`config.mk`:
```
export PLATFORM = sky130hd
export DESIGN_NAME = phy_status_autoneg_regs
export DESIGN_NICKNAME = d
export VERILOG_FILES = /design/src/logic/phy_regs_pkg.sv /design/src/logic/phy_status_autoneg_regs.sv
export SDC_FILE = /design/constraint.sdc
export NUM_CORES = 1
export LEC_CHECK = 0
export BUFFER_PORTS_ARGS = -buffer_cell sky130_fd_sc_hd__buf_2
export CAP_MARGIN = 10
export CORE_ASPECT_RATIO = 2
export CORE_MARGIN = 4
export CORE_UTILIZATION = 45
export CTS_BUF_LIST = sky130_fd_sc_hd__clkbuf_8 sky130_fd_sc_hd__clkbuf_16
export DETAILED_ROUTE_END_ITERATION = 10
export GPL_TIMING_DRIVEN = 0
export PLACE_DENSITY = 0.87
export SLEW_MARGIN = 40
export SYNTH_ARGS = -nofsm -noshare
export SYNTH_HDL_FRONTEND = slang
export SYNTH_SLANG_ARGS = --single-unit
export TNS_END_PERCENT = 100
```
`constraint.sdc`:
```
create_clock -name hclk -period 4.4 [get_ports hclk]
set_input_delay 0.66 -clock hclk [delete_from_list [all_inputs] [get_ports hclk]]
set_output_delay 0.66 -clock hclk [all_outputs]
set_load 0.05 [all_outputs]
```
`src/logic/phy_regs_pkg.sv`:
```
// Package: register map, field layout, reset values and carriers for the PHY status block
package phy_regs_pkg;
    // Register indices (printed offsets are not multiples of four)
    localparam logic [3:0] IDX_STATUS = 4'h1;
    localparam logic [3:0] IDX_IDENT_UPPER = 4'h2;
    localparam logic [3:0] IDX_IDENT_LOWER = 4'h3;
    localparam logic [3:0] IDX_ADVERT = 4'h4;
    localparam logic [3:0] IDX_PARTNER = 4'h5;
    localparam logic [3:0] IDX_EXPANSION = 4'h6;
    // Byte address of a register is four times its index
    localparam int ADDR_SHIFT = 2;
    localparam int ADDR_BITS = 6;

    // Status word fixed values and bit positions
    localparam logic [3:0] STATUS_ABILITY = 4'hF;
    localparam int STATUS_ABILITY_LSB = 11;
    localparam int STATUS_ANEG_DONE_BIT = 5;
    localparam int STATUS_ANEG_ABLE_BIT = 3;
    localparam int STATUS_LINK_BIT = 2;
    localparam int STATUS_JABBER_BIT = 1;
    localparam int STATUS_EXT_BIT = 0;

    // Identifier halves: arbitrary neutral values, not any real part's code
    localparam logic [15:0] IDENT_UPPER_VALUE = 16'h1234;
    localparam logic [15:0] IDENT_LOWER_VALUE = 16'h5678;

    // Advertisement word layout
    localparam int ADV_FAULT_BIT = 13;
    localparam int ADV_TECH_LSB = 5;
    localparam int ADV_TECH_MSB = 12;
    localparam logic [7:0] ADV_TECH_RESET = 8'h2F;
    localparam logic [4:0] ADV_SELECTOR = 5'h01;

    // Partner word layout
    localparam int PARTNER_ACK_BIT = 14;

    // Expansion word layout
    localparam int EXP_PD_FAULT_BIT = 4;
    localparam int EXP_LP_NP_BIT = 3;
    localparam int EXP_PAGE_RX_BIT = 1;
    localparam int EXP_LP_ANEG_BIT = 0;

    // AHB-Lite encodings
    localparam logic [1:0] HTRANS_NONSEQ = 2'h2;
    localparam logic [31:0] WORD_ZERO = 32'h0000_0000;

    // Live conditions from the rest of the PHY
    typedef struct packed {
        logic link_good;
        logic jabber;
        logic aneg_done;
        logic page_rx;
        logic pd_fault;
        logic lp_aneg_able;
        logic lp_ack;
        logic [15:0] lp_word;
    } phy_cond_t;

    // Whole state of the block
    typedef struct packed {
        logic latch_low_bit_q;
        logic latch_high_bit_q;
        logic pd_fault_q;
        logic page_rx_q;
        logic adv_fault_q;
        logic [7:0] adv_tech_q;
        logic pend_q;
        logic pend_write_q;
        logic [3:0] pend_idx_q;
        logic pend_hit_q;
        logic [31:0] rdata_q;
    } regs_state_t;
endpackage : phy_regs_pkg

```
`src/logic/phy_status_autoneg_regs.sv`:
```
// Module: PHY status, identifier and auto-negotiation registers on AHB-Lite
`timescale 1ns/1ps
`default_nettype none

// Function
// RULE1: Status bits 14..11 read 1, the four speed and duplex abilities.
// RULE2: Status bit 6 reads 0; preamble-suppressed frames are not accepted.
// RULE3: Status bit 5 shows auto-negotiation complete; resets to 0. The code reads cond.aneg_done live, so reset does not clear it.
// RULE4: Status bit 4 reads 0, no remote fault detected.
// RULE5: Status bit 3 reads 1 (aneg able) and bit 0 reads 1 (extended).
// RULE6: Status bit 2 is link valid, latching low, resets to 0.
// RULE7: Status bit 1 is jabber detected, latching high, resets to 0.
// RULE8: Status bit 15 and bits 10..7 read 0.
// RULE9: Registers 2 and 3 return fixed upper and lower identifier halves.
// RULE10: Advertisement bit 15 reads 0 and reserved bit 14 reads 0.
// RULE11: Advertisement bit 13 writable remote fault flag, resets to 0.
// RULE12: Advertisement bits 12..5 writable technology field, reset 00101111.
// RULE13: Advertisement bits 4..0 read-only selector fixed at 00001.
// RULE14: Partner register shows partner next page, fault, technology, selector.
// RULE15: Partner bit 14 reads 1 once partner word is received.
// RULE16: Expansion bit 4 parallel fault, latches high, clears on read.
// RULE17: Expansion bit 3 partner next page able; bit 2 reads 0.
// RULE18: Expansion bit 1 page received, latches high, clears on read.
// RULE19: Expansion bit 0 partner aneg able; bits 15..5 read 0.
// RULE20: Latched bits hold their event value until read, then follow live.
// RULE21: Writes to read-only bits and fields are ignored.
module phy_status_autoneg_regs (
    // Clock and reset
    input wire logic hclk,
    input wire logic hresetn,
    // AHB-Lite slave
    input wire logic hsel,
    input wire logic [31:0] haddr,
    input wire logic [1:0] htrans,
    input wire logic hwrite,
    input wire logic [2:0] hsize,
    input wire logic hready,
    input wire logic [31:0] hwdata,
    output logic [31:0] hrdata,
    output logic hreadyout,
    output logic hresp,
    // Conditions from the rest of the PHY
    input wire phy_regs_pkg::phy_cond_t cond,
    // Advertised word toward the negotiation engine
    output logic [15:0] adv_word
);

    phy_regs_pkg::regs_state_t s_q;
    phy_regs_pkg::regs_state_t s_d;
    logic [15:0] status_w;
    logic [15:0] partner_w;
    logic [15:0] expansion_w;
    logic [15:0] read_w;
    logic take;
    logic [3:0] a_idx;
    logic a_hit;
    logic rd_status;
    logic rd_exp;

    ////////////////////////////////////////////////////////////////////////////////
    // Register images assembled from state and live conditions
    always_comb begin
        status_w = 16'h0000; // [RULE2] [RULE4] [RULE8]
        status_w[phy_regs_pkg::STATUS_ABILITY_LSB +: 4] = phy_regs_pkg::STATUS_ABILITY; // [RULE1]
        status_w[phy_regs_pkg::STATUS_ANEG_DONE_BIT] = cond.aneg_done; // [RULE3]
        status_w[phy_regs_pkg::STATUS_ANEG_ABLE_BIT] = 1'b1; // [RULE5]
        status_w[phy_regs_pkg::STATUS_EXT_BIT] = 1'b1; // [RULE5]
        status_w[phy_regs_pkg::STATUS_LINK_BIT] = s_q.latch_low_bit_q; // [RULE6]
        status_w[phy_regs_pkg::STATUS_JABBER_BIT] = s_q.latch_high_bit_q; // [RULE7]
    end

    // Partner word passes through; acknowledge reflects reception
    always_comb begin
        partner_w = cond.lp_word; // [RULE14]
        partner_w[phy_regs_pkg::PARTNER_ACK_BIT] = cond.lp_ack; // [RULE15]
    end

    // Expansion word; local next page bit stays 0
    always_comb begin
        expansion_w = 16'h0000; // [RULE19] [RULE17]
        expansion_w[phy_regs_pkg::EXP_PD_FAULT_BIT] = s_q.pd_fault_q; // [RULE16]
        expansion_w[phy_regs_pkg::EXP_LP_NP_BIT] = cond.lp_word[15]; // [RULE17]
        expansion_w[phy_regs_pkg::EXP_PAGE_RX_BIT] = s_q.page_rx_q; // [RULE18]
        expansion_w[phy_regs_pkg::EXP_LP_ANEG_BIT] = cond.lp_aneg_able; // [RULE19]
    end

    // Advertisement: next page and reserved fixed 0, selector fixed
    always_comb begin
        adv_word = {2'h0, s_q.adv_fault_q, s_q.adv_tech_q,
            phy_regs_pkg::ADV_SELECTOR}; // [RULE10] [RULE13]
    end

    ////////////////////////////////////////////////////////////////////////////////
    // Address phase decode
    assign take = hsel && hready && (htrans == phy_regs_pkg::HTRANS_NONSEQ);
    assign a_idx = haddr[phy_regs_pkg::ADDR_SHIFT +: 4];
    assign a_hit = (haddr[31:phy_regs_pkg::ADDR_BITS] == 26'h0)
        && (haddr[phy_regs_pkg::ADDR_SHIFT - 1:0] == 2'h0);

    // Read mux on the address phase so data can be registered for the data phase
    always_comb begin
        read_w = 16'h0000;
        unique case (a_idx)
            phy_regs_pkg::IDX_STATUS: read_w = status_w;
            phy_regs_pkg::IDX_IDENT_UPPER: read_w = phy_regs_pkg::IDENT_UPPER_VALUE; // [RULE9]
            phy_regs_pkg::IDX_IDENT_LOWER: read_w = phy_regs_pkg::IDENT_LOWER_VALUE; // [RULE9]
            phy_regs_pkg::IDX_ADVERT: read_w = adv_word;
            phy_regs_pkg::IDX_PARTNER: read_w = partner_w;
            phy_regs_pkg::IDX_EXPANSION: read_w = expansion_w;
            default: read_w = 16'h0000;
        endcase
        if (!a_hit) begin
            read_w = 16'h0000;
        end
    end

    // A read of a latching word releases its latches
    assign rd_status = take && !hwrite && a_hit && (a_idx == phy_regs_pkg::IDX_STATUS);
    assign rd_exp = take && !hwrite && a_hit && (a_idx == phy_regs_pkg::IDX_EXPANSION);

    ////////////////////////////////////////////////////////////////////////////////
    // Next state
    always_comb begin
        s_d = s_q;
        // Latching low: a drop holds 0 until read; a drop in the read cycle still wins
        if (rd_status) begin
            s_d.latch_low_bit_q = cond.link_good; // [RULE20]
        end else if (!cond.link_good) begin
            s_d.latch_low_bit_q = 1'b0; // [RULE6] [RULE20]
        end else if (s_q.latch_low_bit_q) begin
            s_d.latch_low_bit_q = 1'b1;
        end
        // Latching high: event in the read cycle sets again, set beats clear
        s_d.latch_high_bit_q = (s_q.latch_high_bit_q && !rd_status) || cond.jabber; // [RULE7] [RULE20]
        s_d.pd_fault_q = (s_q.pd_fault_q && !rd_exp) || cond.pd_fault; // [RULE16]
        s_d.page_rx_q = (s_q.page_rx_q && !rd_exp) || cond.page_rx; // [RULE18]
        // Address phase captured for the data phase
        s_d.pend_q = take;
        if (take) begin
            s_d.pend_write_q = hwrite;
            s_d.pend_idx_q = a_idx;
            s_d.pend_hit_q = a_hit;
            s_d.rdata_q = hwrite ? phy_regs_pkg::WORD_ZERO : {16'h0000, read_w};
        end
        // Data phase write: only writable advertisement fields take data
        if (s_q.pend_q && s_q.pend_write_q && s_q.pend_hit_q
            && s_q.pend_idx_q == phy_regs_pkg::IDX_ADVERT) begin
            s_d.adv_fault_q = hwdata[phy_regs_pkg::ADV_FAULT_BIT]; // [RULE11]
            s_d.adv_tech_q = hwdata[phy_regs_pkg::ADV_TECH_MSB:phy_regs_pkg::ADV_TECH_LSB]; // [RULE12]
        end // [RULE21]
    end

    // State register
    always_ff @(posedge hclk or negedge hresetn) begin
        if (!hresetn) begin
            s_q <= '0;
            s_q.adv_tech_q <= phy_regs_pkg::ADV_TECH_RESET; // [RULE12]
        end else begin
            s_q <= s_d;
        end
    end

    // Zero-wait slave, always OKAY
    assign hreadyout = 1'b1;
    assign hresp = 1'b0;
    assign hrdata = s_q.rdata_q;

endmodule : phy_status_autoneg_regs

`default_nettype wire

```
==> results of run 1 <==
## worst reg2reg max path, delay by kind of cell (launching register included)
kind	cells	cell delay [ns]
multiplexers	1	0.38
flip-flops	1	0.39
buffers and inverters	1	0.25
AND/OR/NAND/NOR	2	0.52
## path summary, 6_finish.rpt
check | start | endpoint | slack [ns]
worst max register to register | s_q[34]$_DFFE_PN0N_ | adv_word[9]$_DFFE_PN0P_ | 2.75
max in group asynchronous | hresetn | adv_word[10]$_DFFE_PN1P_ | 3.73
worst max-delay path | htrans[0] | hrdata[6]$_DFFE_PN0N_ | 2.49
worst min-delay path | hresetn | s_q[35]$_DFFE_PN0N_ | 0.31
min in group hclk | s_q[37]$_DFFE_PN0N_ | s_q[37]$_DFFE_PN0N_ | 0.47
worst min register to register | s_q[37]$_DFFE_PN0N_ | s_q[37]$_DFFE_PN0N_ | 0.47
## layout make-up
class,count,area (um^2),share of cell area
buffer,61,420,0.146
timing repair buffer,93,468,0.163
clock buffer,5,68.8,0.0239
multi-input combinational,144,913,0.317
inverter,6,22.5,0.00783
tap,55,68.8,0.0239
sequential,36,907,0.315
clock inverter,2,8.76,0.00304
## power breakdown
group	switching, mW	leakage [nW]	internal (mW)
clock network	0.111	0.0452	0.105
registers	0.00401	0.462	0.340
logic	0.0952	1.11	0.0539
total	0.210	1.62	0.499
## state kept, by name (all words and copies together), names as in the netlist
signal,count
adv_word,9
expansion_w,2
hrdata,16
s_q,9
## kinds of logic (layout without fill, tap and decap cells)
logic type | count (synthesis) | after routing | share of synthesized area
other | 2 | 25 | 0.00345
AOI/OAI and AO/OA | 41 | 41 | 0.140
DFF | 36 | 36 | 0.417
and+or+nand+nor | 61 | 61 | 0.153
buffers and inverters | 67 | 167 | 0.203
muxes | 17 | 17 | 0.0833
## routing by layer
metal  wire length [um]  GRT usage  vias to the layer above
met5                  0          0                        -
met4                205      0.119                        0
met3                390     0.0340                       13
met2               3180      0.358                       88
met1               1910      0.189                      909
li1                   -          -                      966
## synth_stat cells (2+ instances only)
cell / number / area share
a21oi_1: 7 / 0.016
a22o_1: 6 / 0.024
a32o_1: 11 / 0.051
buf_2: 3 / 0.0069
buf_4: 50 / 0.17
clkbuf_1: 7 / 0.012
conb_1: 2 / 0.0034
dfrtp_1: 31 / 0.36
dfstp_2: 5 / 0.060
inv_1: 6 / 0.010
mux2_2: 9 / 0.047
mux2i_1: 8 / 0.037
nand2_1: 23 / 0.040
nand2b_1: 6 / 0.017
nor2_1: 9 / 0.016
nor3_1: 3 / 0.0069
nor4_1: 9 / 0.026
o21ai_0: 10 / 0.023
o2bb2ai_1: 2 / 0.0080
## stage by stage
step	utilization	cells	area, um^2	power (mW)	hold WS [ns]
floorplan	-	247	2260	0.448	0.364
global placement	0.603	395	2800	0.493	0.451
detailed placement	0.603	395	2800	0.497	0.456
CTS	0.619	402	2880	0.710	0.460
global route	0.620	402	2880	0.739	0.351
finish	0.620	402	2880	0.709	0.314
==> impl_metrics.toml, run 1 <==
[timing]
drv_slew = 0
rsz0062_at_grt = "no"
clock.fmax_ghz = 0.525
slew_headroom = 0.650
setup_tns_ns = 0
setup_viol_count_final = 0
fin_crit_sh = 0.433
worst_pin_slew_ns = 0.525
skew_ns = 0.0102
finalCriticalPeriod_ns = 1.91
setup_ws_ns = 2.49
hold_viol_final = 0

[global_routing]
grt_pass1_wl_um = 9070
grt.total_usage = 0.193
antenna_found_initial = 0
grt_max_degree = 37
grt_pass1_vias = 2087
grt_overflow = 0

[critical_path]
cp_data_arrival_time_ns = 2.13
worstPathCellList = "buf_2 -> nand4b_4 -> or3_1 -> buf_2 -> nor3_4 -> a32o_1"
worstSetupStartpointType = "input pin"
slowest_delay_ns = 0.40
required_ns = 4.63
path_depth = 6
endpoint_kind = "flop"
path_delay_family = "simple AND/OR/NAND/NOR gates"
worst_path_max_delay_cell = "nor3_4"
ff2ff_path_depth = 4
crit_fanout = 10
cp_num_buf_inv = 2
cp_common_cell = "buf_2"
crit_type = "input pin to flop"

[yosys]
synth_cells = 224
ys_warn_count = 0
syn-cell-area_mm2 = 0.00218
syn-mean-instance-area_um2 = 9.72
seq_area_frac_synth = 0.417
synth_ff_type = "dfrtp_1"
async_reset_ff_frac = 1.00
synth_edf_count = 0
yosys_register_bits = 36
yosysUniqueCellTypes = 36

[layout]
drive_gt1_frac = 0.487
mostFrequentLayoutCells = "buf_2, buf_4, dfrtp_1"
area.growth.synth_to_final_pct = 32.2
antenna_cells = 0
fillCellCount = 442
fin_nets = 444
final_common_cell = "buf_2"

[cts]
clk_path_buf_depth = 2
clkSinkCount = 36
cts.repair.resized = 0
h-tree-depth = 2
cts-root-buf = "clkbuf_8"
cts.clk_slew.worst_paths_ns = 0.07
hold_buffers = 0
cts_buffers = 5
insertion_delay_ns = 0.29
post_cts_buffers = 0
cts_tree = "yes"

[die]
pin_count = 147
die_area_mm2 = 0.00608
coreArea_mm2 = 0.00464
start_util = 0.469
die_x_um = 57.2
fp-row-count = 35
die_y_um = 106

[pwr]
p_leak_nw = 1.62
p_per_area_mw_per_mm2 = 246
vdd_drop_max_mv = 0.224

[route]
viasPerCell = 4.92
drtPass1Iterations = 4
wire_per_inst_um = 14.1
dr_total_vias = 1976
drt_iter0_drc = 50
drtAntennaViolNets = 0
drc = 0
drt-total-wl_um = 5690

[placed_design]
hpwl_um = 4710
numPortBuffers = 93
place_worst_setup_slack_ns = 2.20
gp_congestion = 0.791

[job]
maxCapViolations = 0

[status]
status = "finished, final reports clean"

[worst_hold_path]
hold_path_class = "input pin to async pin"
Note: power is estimated with default switching activity, not from simulation.
==> run 2: changes to the inputs <==
- CORE_UTILIZATION: 45 -> 42
- PLACE_DENSITY: 0.87 -> 0.82
- clock period: 4.4 -> 1.9 ns (I/O delays scaled with it)
==> run 2 against run 1 <==
Effect of this change: cell count is 1.2% higher; first-iteration DRC count is 18% higher; setup slack worse by 2.3 ns; routed wire length decreased by 0.93%; sequential share of layout area shrank 0.49 points; clock-buffer cell count unchanged; non-clock buffer count increased by 1; hold slack worse by 0.088 ns; global-route usage shrank 1.5 points; critical path depth shrank 2.
==> impl_metrics.toml, run 2 (synthesis results as in run 1) <==
[layout]
drive_gt1_frac = 0.487
mostFrequentLayoutCells = "buf_2, buf_4, dfrtp_1"
fin_util = 0.590
area.growth.synth_to_final_pct = 34.3
final_common_cell = "buf_2"
fin_nets = 445
final_cell_area_mm2 = 0.00292
largest_register_ffs = 16
fillCellCount = 459
fin_cells = 407

[die]
pin_count = 147
die_y_um = 110
die_area_mm2 = 0.00647
fp-row-count = 36
start_util = 0.439
die_x_um = 58.9
coreArea_mm2 = 0.00495

[critical_path]
cp_num_buf_inv = 1
worst_path_max_delay_cell = "dfrtp_1"
slowest_delay_ns = 0.39
crit_type = "flop to flop"
cp_data_arrival_time_ns = 1.83
path_delay_family = "simple AND/OR/NAND/NOR gates"
required_ns = 2.06
endpoint_kind = "flop"
worstPathCellList = "nor4b_1 -> and4_1 -> buf_2 -> mux2_2"
worstSetupStartpointType = "flop"
crit_fanout = 9

[timing]
skew_ns = 0.0133
whs_ns = 0.226
fin_crit_sh = 0.876
finalCriticalPeriod_ns = 1.66
setup_tns_ns = 0
slew_headroom = 0.638
worst_pin_slew_ns = 0.542
drv_slew = 0
hold_viol_final = 0
setup_ws_ns = 0.235
rsz0062_at_grt = "no"
setup_viol_count_final = 0
clock.fmax_ghz = 0.601

[pwr]
combinationalPowerShare = 0.192
power_switching_mw = 0.498
p_sw_frac = 0.277
intPower_mw = 1.30
p_seq_frac = 0.444
p_total_mw = 1.80
p_clk_frac = 0.364
vdd_drop_max_mv = 1.03
p_leak_nw = 1.63
p_per_area_mw_per_mm2 = 614

[global_routing]
antenna_found_initial = 1
grt_overflow = 0
grt_pass1_wl_um = 8790
grt_pass1_vias = 2023
grt.total_usage = 0.179
grt_max_degree = 37

[route]
dr_total_vias = 2008
wire_per_inst_um = 13.8
drt_iter0_drc = 59
drtPass1Iterations = 6
drt-total-wl_um = 5640
drtAntennaViolNets = 0
viasPerCell = 4.93
drc = 0

[placed_design]
placedCellCount = 397
numPortBuffers = 93
hpwl_um = 4590
gp_congestion = 0.887
place_worst_setup_slack_ns = 0.0758
place_area_mm2 = 0.00280

[cts]
insertion_delay_ns = 0.29
cts-root-buf = "clkbuf_8"
clkSinkCount = 36
cts_tree = "yes"
h-tree-depth = 2
cts.repair.resized = 0
cts.clk_slew.worst_paths_ns = 0.07
clk_path_buf_depth = 2
cts_buffers = 5

[status]
status = "finished, final reports clean"

[worst_hold_path]
hold_path_class = "input pin to flop"

[job]
maxCapViolations = 0
==> run 2: cell types whose count changed in the layout (fill, tap and decap cells not counted) <==
cell	delta
diode_2	+1
bufinv_16	+1
dlygate4sd3_1	+1
==> run 2: timing repair <==
| action | CTS | global route |
|---|---|---|
| hold buffers | 0 | 1 |
| endpoints found under the hold margin | 0 | 31 |
| setup buffers | 0 | 0 |
==> run 2: path summary, 6_finish.rpt <==
check	startpoint	endpoint	slack [ns]	depth (start not counted)
max in group asynchronous	hresetn	adv_word[5]$_DFFE_PN1P_	1.05	2
worst max-delay path	s_q[34]$_DFFE_PN0N_	adv_word[9]$_DFFE_PN0P_	0.24	4
worst min-delay path	hwrite	s_q[37]$_DFFE_PN0N_	0.23	3
min in group asynchronous	hresetn	hrdata[15]$_DFFE_PN0N_	0.48	2
worst max register to register	s_q[34]$_DFFE_PN0N_	adv_word[9]$_DFFE_PN0P_	0.24	4
worst min register to register	s_q[37]$_DFFE_PN0N_	s_q[37]$_DFFE_PN0N_	0.48	2
==> run 2: cell type report <==
cell class / count / area [um^2] / area share
flip-flops and latches: 36 / 907 / 0.310
inverters: 6 / 22.5 / 0.00771
plain buffers: 61 / 420 / 0.144
diodes: 1 / 2.50 / 0.000856
clock inverters: 3 / 38.8 / 0.0133
well taps: 57 / 71.3 / 0.0244
clock buffers: 5 / 68.8 / 0.0235
repair buffers: 94 / 478 / 0.164
multi-input cells: 144 / 913 / 0.313
==> run 2: tightest hold or removal path, delay by kind of cell <==
family                 cells  cell delay (ns)
and+or+nand+nor            2             0.10
buffers and inverters      1             0.09
==> run 2: power groups by stage <==
stage	sequential, mW	combinational (mW)	clock, mW
floorplan	0.809	0.229	0
global placement	0.810	0.334	0
detailed placement	0.811	0.340	0
CTS	0.797	0.341	0.664
global route	0.799	0.373	0.701
finish	0.797	0.344	0.654
==> run 2: metal layers <==
metal,track usage,wire (um),vias up
li1,-,-,961
met1,0.170,1860,930
met2,0.345,3080,104
met3,0.0364,533,13
met4,0.0843,167,0
met5,0,0,-
